<file path="src/ccwd_regs.svh">
`ifndef CCWD_REGS_SVH
`define CCWD_REGS_SVH

// Width of the fieldbus command word and of the report word
`define CCWD_WORD_W      16
// Command word value held after reset
`define CCWD_CMD_RESET   16'h0000
// Reserved command bits 1, 4, 5, 6, 8 and 9
`define CCWD_RSV_MASK    16'h0372
// Report word bit that carries the outgoing watchdog
`define CCWD_RPT_WDOG    15
// Command word bit that carries the incoming watchdog
`define CCWD_CMD_WDOG    11
// Number of vendor-specific slots, bits 12 to 15
`define CCWD_VSLOT_N     4
// Reset level of the two-stage reset synchroniser
`define CCWD_RST_ASSERT  2'h0
// One bit shifted in per edge; a wider value would truncate the high stage away
`define CCWD_RST_SHIFT   1'h1

`endif

</file>
<file path="src/ccwd_pkg.sv">
`include "ccwd_regs.svh"

package ccwd_pkg;

    // Command word layout, most significant field first
    typedef struct packed {
        logic [`CCWD_VSLOT_N-1:0] vendor;
        logic                     wdog;
        logic                     accept;
        logic [1:0]               rsv_9_8;
        logic                     fault_rst;
        logic [2:0]               rsv_6_4;
        logic                     start;
        logic                     qstop_n;
        logic                     rsv_1;
        logic                     permit;
    } ccwd_cmd_t;

    // Decoded commands towards the converter
    typedef struct packed {
        logic                     run_permit;
        logic                     quick_stop;
        logic                     modulate;
        logic                     fault_reset;
        logic [`CCWD_VSLOT_N-1:0] vendor_slot;
    } ccwd_ctrl_t;

    typedef enum logic [2:0] {
        CCWD_ST_STOP  = 3'b001,
        CCWD_ST_RUN   = 3'b010,
        CCWD_ST_QSTOP = 3'b100
    } ccwd_state_t;

endpackage : ccwd_pkg

</file>
<file path="src/ccwd_edge.sv">
`timescale 1ns/100ps

module ccwd_edge (
    input  wire logic sys_clk,
    input  wire logic rst_sync_b,
    input  wire logic level,
    output logic      rise
);
    import ccwd_pkg::*;

    logic prev_q;

    // Previous level starts low, so a level already high after reset counts as a rise
    always_ff @(posedge sys_clk or negedge rst_sync_b) begin
        if (!rst_sync_b) begin
            prev_q <= 1'b0;
        end else begin
            prev_q <= level;
        end
    end

    assign rise = level & ~prev_q;

endmodule : ccwd_edge

</file>
<file path="src/ccwd_top.sv">
`timescale 1ns/100ps
`include "ccwd_regs.svh"

module ccwd_top (
    input  wire logic                     sys_clk,
    input  wire logic                     rst_b,
    input  wire logic                     cmd_wr,
    input  wire ccwd_pkg::ccwd_cmd_t      cmd_wdata,
    input  wire logic                     start_on_edge,
    output logic [`CCWD_WORD_W-1:0]       cmd_rdata,
    output ccwd_pkg::ccwd_ctrl_t          ctrl,
    output logic [`CCWD_WORD_W-1:0]       report_word
);
    import ccwd_pkg::*;

    logic [1:0]              rst_sync_q;
    logic                    rst_sync_b;
    ccwd_cmd_t               held_q;
    ccwd_cmd_t               held_d;
    ccwd_cmd_t               masked_w;
    logic                    accept_w;
    logic                    wdog_q;
    logic                    wdog_d;
    logic                    wr_wdog_w;
    logic                    start_rise;
    logic                    fault_rise;
    logic                    ok_w;
    logic                    go_w;
    ccwd_state_t             state_q;
    ccwd_state_t             state_d;
    logic                    modulate_q;
    logic                    fault_reset_q;
    logic                    permit_q;
    logic                    qstop_q;
    logic [`CCWD_VSLOT_N-1:0] vendor_q;
    logic [`CCWD_VSLOT_N-1:0] held_vendor_w;

    // Async assert, synchronous release
    always_ff @(posedge sys_clk or negedge rst_b) begin
        if (!rst_b) begin
            rst_sync_q <= `CCWD_RST_ASSERT;
        end else begin
            rst_sync_q <= {rst_sync_q[0], `CCWD_RST_SHIFT};
        end
    end
    assign rst_sync_b = rst_sync_q[1];

    // Reserved bits are dropped on capture so they can never steer anything
    assign masked_w = ccwd_cmd_t'(cmd_wdata & ~`CCWD_RSV_MASK);
    assign accept_w = cmd_wr & cmd_wdata.accept;
    assign held_d   = accept_w ? masked_w : held_q;
    // Watchdog follows every write, accepted or not
    assign wr_wdog_w = cmd_wdata.wdog;
    assign wdog_d    = cmd_wr ? wr_wdog_w : wdog_q;

    always_ff @(posedge sys_clk or negedge rst_sync_b) begin
        if (!rst_sync_b) begin
            held_q <= ccwd_cmd_t'(`CCWD_CMD_RESET);
            wdog_q <= 1'b0;
        end else begin
            held_q <= held_d;
            wdog_q <= wdog_d;
        end
    end

    // Edges seen on the held word, so a refused write cannot fake an edge
    ccwd_edge u_start_edge (
        .sys_clk    (sys_clk),
        .rst_sync_b (rst_sync_b),
        .level      (held_q.start),
        .rise       (start_rise)
    );

    ccwd_edge u_fault_edge (
        .sys_clk    (sys_clk),
        .rst_sync_b (rst_sync_b),
        .level      (held_q.fault_rst),
        .rise       (fault_rise)
    );

    assign ok_w = held_q.permit & held_q.qstop_n;
    assign go_w = held_q.start & (start_on_edge ? start_rise : 1'b1);

    always_comb begin
        state_d = state_q;
        case (state_q)
            CCWD_ST_STOP: begin
                if (!held_q.qstop_n) begin
                    state_d = CCWD_ST_QSTOP;
                end else if (ok_w && go_w) begin
                    state_d = CCWD_ST_RUN;
                end
            end
            CCWD_ST_RUN: begin
                if (!held_q.qstop_n) begin
                    state_d = CCWD_ST_QSTOP;
                end else if (!held_q.permit || !held_q.start) begin
                    state_d = CCWD_ST_STOP;
                end
            end
            CCWD_ST_QSTOP: begin
                // Leave only to stop; in level mode a start still held then runs again, edge mode needs a fresh rise
                if (held_q.qstop_n) begin
                    state_d = CCWD_ST_STOP;
                end
            end
            default: begin
                state_d = CCWD_ST_STOP;
            end
        endcase
    end

    always_ff @(posedge sys_clk or negedge rst_sync_b) begin
        if (!rst_sync_b) begin
            state_q       <= CCWD_ST_STOP;
            modulate_q    <= 1'b0;
            fault_reset_q <= 1'b0;
            permit_q      <= 1'b0;
            qstop_q       <= 1'b0;
            vendor_q      <= '0;
        end else begin
            state_q       <= state_d;
            modulate_q    <= (state_d == CCWD_ST_RUN);
            fault_reset_q <= fault_rise;
            permit_q      <= held_q.permit;
            qstop_q       <= ~held_q.qstop_n;
            vendor_q      <= held_q.vendor;
        end
    end

    assign held_vendor_w = held_q.vendor;

    assign ctrl.run_permit  = permit_q;
    assign ctrl.quick_stop  = qstop_q;
    assign ctrl.modulate    = modulate_q;
    assign ctrl.fault_reset = fault_reset_q;
    assign ctrl.vendor_slot = vendor_q;

    // Readback shows the held word with the live watchdog overlaid
    assign cmd_rdata = {held_q[`CCWD_WORD_W-1:`CCWD_CMD_WDOG+1], wdog_q,
                        held_q[`CCWD_CMD_WDOG-1:0]};
    // Only the watchdog echo is built here; other status bits read zero
    assign report_word = {wdog_q, {(`CCWD_WORD_W-1){1'b0}}};
endmodule : ccwd_top

</file>
<file path="config.mk">
export PLATFORM = sky130hd
export DESIGN_NAME = ccwd_top
export DESIGN_NICKNAME = d
export VERILOG_FILES = /design/src/ccwd_pkg.sv /design/src/ccwd_edge.sv /design/src/ccwd_top.sv
export VERILOG_INCLUDE_DIRS = /design/src
export SDC_FILE = /design/constraint.sdc
export NUM_CORES = 1
export LEC_CHECK = 0
export BUFFER_PORTS_ARGS = -buffer_cell sky130_fd_sc_hd__buf_2
export CORE_MARGIN = 10
export CORE_UTILIZATION = 42
export DETAILED_ROUTE_END_ITERATION = 16
export PLACE_DENSITY = 0.84
export SKIP_CTS_REPAIR_TIMING = 1
export SLEW_MARGIN = 20
export SYNTH_ARGS = -nofsm -noshare
export SYNTH_HDL_FRONTEND = slang
export SYNTH_SLANG_ARGS = --single-unit
</file>
<file path="constraint.sdc">
create_clock -name sys_clk -period 0.8 [get_ports sys_clk]
set_input_delay 0.24 -clock sys_clk [delete_from_list [all_inputs] [get_ports sys_clk]]
set_output_delay 0.24 -clock sys_clk [all_outputs]
set_load 0.05 [all_outputs]
</file>
# [Yosys cells after proc, flatten, opt, wreduce, memory -nomap -nowiden]
# Index checks and enable logic that the tools add are counted.
[totals] elab_cells=39 ff_bits=25 out_inout_bits=40 inputBits=20
[classes] muxes=7 n_eq_ne=4 reduce_logical=4 n_bitwise=8
[op_table] cell="$mux W3" n=5
[op_table] cell="$pmux W3 S3" n=1
[op_table] cell="$eq A3 B2 Y1 const B" n=2
[op_table] cell="$and A1 B1 Y1" n=5
[op_table] cell="$eq A3 B1 Y1 const B" n=1
[op_table] cell="$eq A3 B3 Y1 const B" n=1
[op_table] cell="$not A1 Y1" n=3
[op_table] cell="$logic_not A1 Y1" n=2
[op_table] cell="$logic_and A1 B1 Y1" n=1
[op_table] cell="$logic_or A1 B1 Y1" n=1
[op_table] cell="$mux W1" n=1

# [Longest topological paths before layout]
# Gate-level depths: netlist (run 1).
[logic_depth] ltp_word=9 mapped_depth=3 mapped_depth_nobuf=3

# [Cells and area by module]
# Synthesis (run 1) repeated with hierarchy kept, for this count alone.
[unflattened] hier_cells=85 hier_area_um2=1086.0
[modules_own_cells] module="ccwd_top" area_per_inst_um2=1008.5 n_inst=1 cells_per_inst=81 seq_area_each_um2=576.8
[modules_own_cells] module="ccwd_edge" area_per_inst_um2=38.8 n_inst=2 cells_per_inst=2 seq_area_each_um2=25.0

# [Worst setup path before layout (run 1)]
# No wires, ideal clock.
[synth_timing] path_type="reg2reg" startpoint="register held_q (netlist bit cmd_rdata[2])" endpoint="register modulate_q" required_time_ns=0.699 setup_slack_ns=-0.307 arrival_ns=1.006 setup_ns=0.101 stages_incl_launch_ff=3 period_less_slack_ns=1.107 path_buffers=0 cell_sequence="dfrtp_1 inv_1 nor4_1"
[synth_between] elab_chain_len=6 word_cells_on_any_way=8 classes_between="eq/ne: 1; mux: 5; bitwise: 1; reduce/logical: 1"
[synth_lines] item="start, declared" line_no="ccwd_top.sv:18" rtl="ccwd_cmd_t held_q;"
[synth_lines] item="start signal, assigned" line_no="ccwd_top.sv:58" rtl="held_q <= ccwd_cmd_t'(`CCWD_CMD_RESET);"
[synth_lines] item="start signal, assigned" line_no="ccwd_top.sv:61" rtl="held_q <= held_d;"
[synth_lines] item="$and A1 B1 Y1" line_no="ccwd_top.sv:81" rtl="assign ok_w = held_q.permit & held_q.qstop_n;"
[synth_lines] item="$logic_and A1 B1 Y1" line_no="ccwd_top.sv:90" rtl="end else if (ok_w && go_w) begin"
[synth_lines] item="$mux W3" line_no="ccwd_top.sv:90"
[synth_lines] item="$mux W3" line_no="ccwd_top.sv:88" rtl="if (!held_q.qstop_n) begin"
[synth_lines] item="$pmux W3 S3 *" line_no="ccwd_top.sv:86" rtl="case (state_q)"
[synth_lines] item="$eq A3 B2 Y1 *" line_no="ccwd_top.sv:123" rtl="modulate_q <= (state_d == CCWD_ST_RUN);"
[synth_lines] item="end signal, assigned" line_no="ccwd_top.sv:123"
[synth_lines] item="end, declared" line_no="ccwd_top.sv:31" rtl="logic modulate_q;"
# Every way passes the cells marked *; elsewhere a longest branch is shown, timed or not.
# A chain may end at the register's enable or synchronous reset.

# [Worst setup path in the final report (run 1)]
[layout_timing] startpoint="register held_q (netlist bit held_vendor_w[2])" endpoint="output port cmd_rdata[14]"
[layout_lines] item="end, declared" line_no="ccwd_top.sv:10" rtl="output logic [`CCWD_WORD_W-1:0] cmd_rdata,"
# No word-level cell between the ends.

==> run_results.csv, run 1 <==
group,metric,value,unit
run_status,outcome,"finished with violations",
run_status,violations,"negative setup slack",
global_routing,grtUsageMet3,0.0410,
route,drtIter0Drc,20,
route,routed_wl,2.23,mm
route,drc_errors,0,
sta,hold_viol,0,
place,hpwlAfterDp,1.75,mm
power,power.density,2600,nW/um2
yosys,synth.area.mux_share,0.0962,
final_layout,final_cells,147,
clock_tree,clk_latency,0.31,ns
clock_tree,cts_buffers,3,
global_routing,grt_util_met2,0.171,
place,dp.cells,137,
place,portBuffers,32,
worst_setup_path,path_class,"reg -> out",
floorplanning,start_util,0.433,
worst_setup_path,r2r_cells,3,
clock_tree,h-tree-depth,1,
sta,rsz0062_at_grt,"yes",
yosys,yosysTopAreaCell,"dfrtp_1",
run,cap_violations,0,
yosys,yosys_register_bits,25,
final_layout,n_antenna_cell,0,
yosys,synthAdderAreaFrac,0,
worst_setup_path,cp_top_family,"flip-flops",
route,vias_per_cell,4.08,
floorplanning,die_x,70.1,um
worst_setup_path,crit_fanout,3,
sta,skew,0.00935,ns
hold_path,min_path_cells,2,
floorplanning,die_y,70.1,um
floorplanning,rows,18,
clock_tree,clk_pin_slew,0.13,ns
final_layout,area_growth,35.6,%
place,dp_slack,-0.376,ns
worst_setup_path,path_cells,"buf_6",
worst_setup_path,cp-start-kind,"flip-flop",
yosys,synth_top_family_by_area,"buffers and inverters",
worst_setup_path,slowest_delay,0.45,ns
global_routing,grt_max_degree,16,
final_layout,design_area,1430,um2
global_routing,use_met1,0.0691,
final_layout,fin_util,0.587,
sta,period_share,1.45,
clock_tree,clock_sinks,25,
place,gp_congestion,0.709,
yosys,synth.yosys.seq_area_share,0.595,
route,dr.pass1.iters,2,
worst_setup_path,worst_ep_arrival_time,0.92,ns
yosys,ys_warn_count,0,
yosys,synthSimpleGateAreaFrac,0.0511,
worst_setup_path,timing.critical_path.buf_inv,1,
global_routing,overflow,0,
yosys,synthTopCellsByArea,"dfrtp_1 (57%), buf_4 (21%), mux2_2 (9.6%)",
route,via_count,600,
yosys,synth-xor-area-share,0.00831,
global_routing,track_usage,0.0844,
route,wl_per_cell,15.2,um
yosys,synthCells,81,
floorplanning,die_area,4910,um2
clock_tree,clockBufferDepth,2,
route,ant_nets,0,
yosys,synth_top_cell_area_share,0.570,
global_routing,antenna_found_initial,0,
sta,period_needed,1.16,ns
final_layout,drive_above_1_share,0.581,
worst_setup_path,ff2ff_setup_slack,-0.33,ns
yosys,synth_compound_area_frac,0.0285,
worst_setup_path,cp.required,0.56,ns
final_layout,nets,138,
place,placedInstanceArea,1190,um2
sta,setup-violations-final,31,
floorplanning,io_pins,60,
yosys,syn_area,1050,um2
global_routing,grt_first_pass_wirelength,3.44,mm
worst_setup_path,slowest_stage,"dfrtp_2",
worst_setup_path,path_depth,1,
yosys,syn_area_per_cell,13.0,um2
sta,setup_ws,-0.358,ns
yosys,ys_types,17,
clock_tree,root_buffer,"clkbuf_4",
sta,finalMaxSlewViolations,0,
power,p_leak,0.710,nW
floorplanning,coreArea,2430,um2
power,p_total,3.71,mW
worst_setup_path,end_kind,"output port",
hold_path,hold_path.class,"in -> reg",
sta,max_freq,0.864,GHz
power,ir_drop,1320,uV
clock_tree,cts_tree,"yes",
global_routing,grt.busiest_layer,"met2",
global_routing,grt_pass1_vias,697,
==> layout by cell type, fill, tap and decap left out, types with 3 or more instances in the layout <==
cell type / count
buf_6: 22
buf_4: 3
mux2_4: 7
conb_1: 22
dfrtp_2: 11
dfrtp_1: 13
clkbuf_4: 3
buf_2: 13
==> through the flow <==
step / hold slack (ns) / setup TNS [ns]
after CTS: -0.323 / -8.82
after global routing: 0.140 / -8.94
after global placement: 0.0264 / -2.65
final: 0.151 / -7.79
after detailed placement: 0.0254 / -3.18
after floorplan: -0.0556 / -1.43
==> worst paths after layout <==
path / start / end
max: held_vendor_w[2] / cmd_rdata[14]
min: cmd_wdata[14] / held_vendor_w[2]
max reg2reg: state_q[0] / state_q[0]
min reg2reg: rst_sync_q[1] / state_q[2]
max in group asynchronous: rst_sync_q[1] / state_q[0]
min in group asynchronous: rst_sync_q[1] / state_q[2]
==> state kept, by name, indices dropped and copies added (netlist names) <==
signal and count:
modulate_q 1, vendor_q 4, state_q 3, cmd_rdata 5, u_fault_edge.prev_q 1, rst_sync_q 2
held_vendor_w 4, qstop_q 1, u_start_edge.prev_q 1, wdog_q 1, fault_reset_q 1, permit_q 1
==> cells in the mapped netlist (all sizes together) <==
cell and number:
o21ai 1, buf 29, a21oi 1, nor2b 1
o211ai 1, mux2 9, dfstp 1, o31a 1
inv 2, and2b 2, dfrtp 24, conb 2
xor2 1, nand2 3, nand2b 1, nor4 2
==> layout make-up <==
class                           count  area, um2
Fill cell                         201       1000
Sequential cell                    25        641
Timing Repair Buffer               41        380
Multi-Input combinational cell     45        337
Tap cell                           30       37.5
Clock buffer                        4       26.3
Inverter                            2       7.51
==> layer usage <==
metal / routed length (um) / part of all wire
met1: 710 / 0.32
met5: 0 / 0
met4: 4 / 0.0018
met3: 200 / 0.090
met2: 1310 / 0.59
==> cell families (layout without fill, tap and decap cells) <==
kind of cell | Yosys count | count (layout)
other | 2 | 22
XOR/XNOR | 1 | 1
flip-flops | 25 | 25
AO/OA/AOI/OAI | 4 | 4
buffers and inverters | 31 | 47
multiplexers | 9 | 9
AND/OR/NAND/NOR | 9 | 9
==> where the power goes <==
group | leakage, nW | internal [mW] | switching [mW] | total [mW]
clock network | 0.0150 | 0.194 | 0.347 | 0.541
logic | 0.410 | 0.555 | 0.959 | 1.51
registers | 0.285 | 1.49 | 0.168 | 1.66
Note: power is estimated with default switching activity, not from simulation.
==> inputs of run 2 (changes only) <==
ABC_AREA = 1   (was not set)
CORE_UTILIZATION = 43   (was 42)
==> run_results.csv, run 2 <==
group,metric,value,unit
route,ant_nets,0,
route,dr.pass1.iters,3,
yosys,syn_area,1100,um2
floorplanning,start_util,0.450,
power,p_seq_frac,0.443,
sta,setup-violations-final,29,
route,met2WireLength,1.03,mm
worst_setup_path,cp.required,0.56,ns
yosys,ys_types,15,
hold_path,hold_path.class,"in -> reg",
yosys,yosysTopAreaCell,"dfrtp_1",
route,drc_errors,0,
sta,fin_hold_ws,0.128,ns
yosys,synth-main-ff-cell,"dfrtp_1",
route,wl_met3,395,um
place,gp_congestion,0.686,
sta,hold_viol,0,
yosys,synth_edf_count,0,
worst_setup_path,slowest_stage,"dfrtp_2",
worst_setup_path,worst_ep_arrival_time,0.94,ns
final_layout,n_antenna_cell,0,
clock_tree,clock_sinks,25,
power,p_leak,0.772,nW
final_layout,nets,157,
power,swShare,0.413,
clock_tree,root_buffer,"clkbuf_4",
final_layout,largest_register_ffs,5,
yosys,synthTopCellsByArea,"dfrtp_1 (54%), buf_4 (20%), mux2_4 (6.8%)",
clock_tree,clk_pin_slew,0.15,ns
sta,period_share,1.48,
power,p_sw,1.53,mW
clock_tree,cts_tree,"yes",
run_status,outcome,"finished with violations",
route,drtIter0Drc,8,
yosys,synth.yosys.seq_area_share,0.567,
place,hpwlAfterDp,1.76,mm
route,vias_per_cell,4.33,
sta,setup_ws,-0.385,ns
worst_setup_path,path_class,"reg -> out",
final_layout,mostFrequentLayoutCells,"conb_1 (22), buf_6 (22), dfrtp_1 (13), buf_2 (13), dfrtp_2 (11)",
floorplanning,rows,18,
place,portBuffers,32,
yosys,synthCells,98,
clock_tree,cts_buffers,3,
worst_setup_path,crit_fanout,3,
sta,max_freq,0.844,GHz
worst_setup_path,timing.critical_path.buf_inv,1,
final_layout,design_area,1450,um2
worst_setup_path,slowest_delay,0.46,ns
sta,skew,0.0112,ns
route,via_count,718,
worst_setup_path,path_cells,"buf_6",
sta,period_needed,1.18,ns
route,wl_per_cell,13.7,um
worst_setup_path,cp_top_family,"flip-flops",
global_routing,grt_pass1_vias,764,
final_layout,drive_above_1_share,0.537,
global_routing,antenna_found_initial,0,
power,ir_drop,1640,uV
power,power_frac_comb,0.391,
yosys,synthMostInstantiatedCell,"buf_4",
power,power.density,2560,nW/um2
yosys,ys_warn_count,0,
run_status,violations,"negative setup slack",
clock_tree,clockBufferDepth,2,
floorplanning,die_x,70.7,um
yosys,async_reset_ff_frac,1.00,
floorplanning,coreArea,2450,um2
run,cap_violations,0,
sta,finalSetupTns,-7.89,ns
floorplanning,die_area,5000,um2
global_routing,grt_max_degree,17,
clock_tree,h-tree-depth,1,
global_routing,overflow,0,
final_layout,area_growth,30.9,%
route,wl_met1,788,um
place,placedInstanceArea,1210,um2
global_routing,track_usage,0.0807,
route,routed_wl,2.28,mm
power,clock_power_share,0.166,
yosys,yosys_register_bits,25,
yosys,yosys-top-cells-count,"buf_4 (29), dfrtp_1 (24), nand2_1 (9)",
yosys,synth_top_cell_area_share,0.544,
yosys,syn_area_per_cell,11.3,um2
worst_setup_path,end_kind,"output port",
power,intPower,2.18,mW
floorplanning,io_pins,60,
clock_tree,clk_latency,0.33,ns
sta,rsz0062_at_grt,"yes",
floorplanning,die_y,70.7,um
global_routing,grt_first_pass_wirelength,3.37,mm
route,dr.max_layer_used,"met4",
sta,finalMaxSlewViolations,0,
worst_setup_path,cp-start-kind,"flip-flop",
run 2: path summary, 6_finish.rpt:
| check | start | to | slack (ns) | depth (start not counted) |
|---|---|---|---|---|
| worst max-delay path | held_vendor_w[3] | cmd_rdata[15] | -0.38 | 1 |
| worst max register to register | state_q[0] | state_q[0] | -0.23 | 4 |
| worst min register to register | rst_sync_q[1] | state_q[2] | 0.19 | 1 |
| min in group asynchronous | rst_sync_q[1] | state_q[2] | 0.19 | 1 |
| max in group asynchronous | rst_sync_q[1] | state_q[0] | 0.40 | 1 |
| worst min-delay path | cmd_wdata[15] | held_vendor_w[3] | 0.13 | 2 |
run 2: area by class of cell:
type | count | area (um2)
clock buffer | 3 | 22.5
clock inverter | 1 | 8.76
fill | 209 | 1010
inverter | 7 | 31.3
multi-input combinational | 56 | 323
sequential | 25 | 641
tap | 30 | 37.5
timing repair buffer | 44 | 383
run 2: metrics by stage:
stage	utilization	std cells	total power [mW]	setup slack (ns)
5_1_grt	0.589	166	3.89	-0.430
3_3_place_gp	0.494	156	2.77	-0.230
6_report	0.589	166	3.71	-0.385
4_1_cts	0.507	160	3.41	-0.501
3_5_place_dp	0.494	156	2.81	-0.267
2_1_floorplan	-	118	2.70	-0.147
run 2: cell families (layout without fill, tap and decap cells):
kind of cell / after synthesis / count (layout) / synth area share
AOI/OAI and AO/OA: 2 / 2 / 0.00906
muxes: 7 / 7 / 0.0883
other: 2 / 22 / 0.00680
DFF: 25 / 25 / 0.567
buffers and inverters: 37 / 55 / 0.231
and+or+nand+nor: 25 / 25 / 0.0974
run 2: routing by layer:
layer	vias to the layer above	track usage
met5	-	0
met4	0	0.0430
met3	8	0.0656
met2	45	0.118
met1	337	0.0798
li1	328	-
run 2: power by group through the flow:
stage	clock network [mW]	logic [mW]	registers, mW
3_5_place_dp	0	1.17	1.64
6_report	0.616	1.45	1.64
5_1_grt	0.680	1.53	1.67
3_3_place_gp	0	1.14	1.62
2_1_floorplan	0	0.795	1.90
4_1_cts	0.626	1.17	1.61
==> inputs of run 3 (changes only) <==
PLACE_DENSITY = 0.85   (was 0.84)
SYNTH_HIERARCHICAL = 1   (was not set)
==> run_results.csv, run 3 <==
group,metric,value,unit
run_status,outcome,"finished with violations",
run_status,violations,"negative setup slack",
clock_tree,cts_tree,"yes",
route,routed_wl,2.35,mm
worst_setup_path,timing.critical_path.buf_inv,1,
route,via_count,704,
final_layout,area_growth,33.9,%
sta,max_freq,0.846,GHz
sta,period_share,1.48,
yosys,yosys-top-cells-count,"buf_4 (27), dfrtp_1 (24), inv_1 (8)",
yosys,synth-main-ff-cell,"dfrtp_1",
power,power.density,2500,nW/um2
yosys,ys_types,14,
worst_setup_path,path_class,"reg -> out",
power,p_leak,0.765,nW
clock_tree,h-tree-depth,1,
worst_setup_path,worst_ep_arrival_time,0.94,ns
worst_setup_path,slowest_stage,"dfrtp_2",
route,drc_errors,0,
final_layout,final_cells,164,
sta,skew,0.00384,ns
floorplanning,rows,18,
global_routing,overflow,0,
worst_setup_path,cp.required,0.56,ns
worst_setup_path,end_kind,"output port",
clock_tree,root_buffer,"clkbuf_4",
final_layout,mostFrequentLayoutCells,"buf_6 (24), conb_1 (22), dfrtp_2 (13), buf_2 (13), dfrtp_1 (11)",
yosys,synthTopCellsByArea,"dfrtp_1 (55%), buf_4 (18%), mux2_4 (9.6%)",
place,dp.cells,155,
yosys,syn_area_per_cell,11.7,um2
yosys,synth.yosys.seq_area_share,0.571,
power,swShare,0.398,
worst_setup_path,crit_fanout,4,
yosys,synth_top_cell_area_share,0.547,
yosys,yosysTopAreaCell,"dfrtp_1",
run,cap_violations,0,
final_layout,drive_above_1_share,0.612,
clock_tree,clock_sinks,25,
worst_setup_path,slowest_delay,0.46,ns
clock_tree,clk_latency,0.31,ns
power,p_seq_frac,0.440,
yosys,synth_edf_count,0,
place,hpwlAfterDp,1.70,mm
route,ant_nets,0,
global_routing,track_usage,0.0806,
worst_setup_path,cp-start-kind,"flip-flop",
route,vias_per_cell,4.29,
final_layout,layout_commonest_cell,"buf_6",
global_routing,antenna_found_initial,0,
final_layout,n_antenna_cell,0,
sta,setup_ws,-0.381,ns
place,gp_congestion,0.722,
floorplanning,coreArea,2450,um2
floorplanning,start_util,0.447,
hold_path,hold_path.class,"in -> reg",
power,intPower,2.21,mW
yosys,ys_warn_count,6,
floorplanning,io_pins,60,
clock_tree,clk_pin_slew,0.12,ns
sta,period_needed,1.18,ns
yosys,synthMostInstantiatedCell,"buf_4",
worst_setup_path,path_cells,"buf_6",
place,portBuffers,32,
yosys,syn_area,1100,um2
floorplanning,die_area,4970,um2
route,drtIter0Drc,3,
route,wl_per_cell,14.3,um
floorplanning,die_y,70.5,um
power,p_total,3.68,mW
power,p_sw,1.47,mW
power,ir_drop,1890,uV
global_routing,grt_pass1_vias,770,
final_layout,largest_register_ffs,5,
global_routing,grt_max_degree,14,
worst_setup_path,cp_top_family,"flip-flops",
power,power_frac_comb,0.412,
route,dr.pass1.iters,3,
yosys,yosys_register_bits,25,
sta,rsz0062_at_grt,"yes",
yosys,async_reset_ff_frac,1.00,
route,wl_met1,795,um
global_routing,grt_first_pass_wirelength,3.35,mm
clock_tree,clockBufferDepth,2,
clock_tree,cts_buffers,3,
route,wl_met3,441,um
route,dr.max_layer_used,"met4",
final_layout,final-seq-area,643,um2
yosys,synthCells,94,
final_layout,nets,155,
final_layout,fillers,209,
final_layout,multiInputGateArea,343,um2
route,met2WireLength,1.08,mm
power,clock_power_share,0.148,
floorplanning,die_x,70.5,um
sta,finalMaxSlewViolations,0,
sta,setup-violations-final,28,
sta,hold_viol,0,
run 3: cells by family after synthesis:
logic type             share of synthesized area
muxes                                      0.106
and+or+nand+nor                           0.0912
buffers and inverters                      0.216
AOI/OAI and AO/OA                        0.00912
DFF                                        0.571
other                                    0.00684
run 3: cell type report:
class,instances,share of cell area
sequential,25,0.438
timing repair buffer,43,0.261
clock buffer,4,0.0179
tap,30,0.0256
inverter,9,0.0247
multi-input combinational,53,0.233
run 3: worst paths after layout:
| kind | from | slack (ns) | cells after the start | to |
|---|---|---|---|---|
| worst max-delay path | cmd_rdata[3] | -0.38 | 1 | cmd_rdata[3] |
| worst min-delay path | cmd_wdata[3] | 0.14 | 2 | cmd_rdata[3] |
| worst max register to register | state_q[0] | -0.33 | 6 | state_q[1] |
| worst min register to register | rst_sync_q[1] | 0.18 | 1 | wdog_q |
| max in group asynchronous | rst_sync_q[1] | 0.37 | 1 | state_q[0] |
| min in group asynchronous | rst_sync_q[1] | 0.18 | 1 | wdog_q |
run 3: power by group through the flow:
| stage | Sequential [mW] | Clock [mW] | Combinational (mW) |
|---|---|---|---|
| floorplan | 1.93 | 0 | 0.717 |
| global placement | 1.59 | 0 | 1.16 |
| detailed placement | 1.60 | 0 | 1.18 |
| CTS | 1.58 | 0.556 | 1.18 |
| global route | 1.65 | 0.608 | 1.60 |
| finish | 1.62 | 0.544 | 1.52 |
run 3: worst reg2reg max path, delay by kind of cell (launching register included):
family	cells	cell delay, ns
flip-flops	1	0.57
AND/OR/NAND/NOR	5	0.44
buffers and inverters	1	0.05
run 3: metrics by stage:
step	area (um2)	hold WS [ns]	setup TNS [ns]	utilization	worst slack, ns
floorplan	1190	-0.0556	-1.60	-	-0.259
global placement	1230	0.0272	-2.41	0.502	-0.216
detailed placement	1230	0.0332	-2.88	0.502	-0.276
CTS	1260	-0.316	-8.68	0.512	-0.450
global route	1470	0.139	-9.14	0.598	-0.409
finish	1470	0.145	-8.07	0.598	-0.381
run 3: layer usage:
metal | track usage | vias up
met5 | 0 | -
met2 | 0.122 | 46
met4 | 0.0395 | 0
li1 | - | 319
met1 | 0.0770 | 335
met3 | 0.0664 | 4
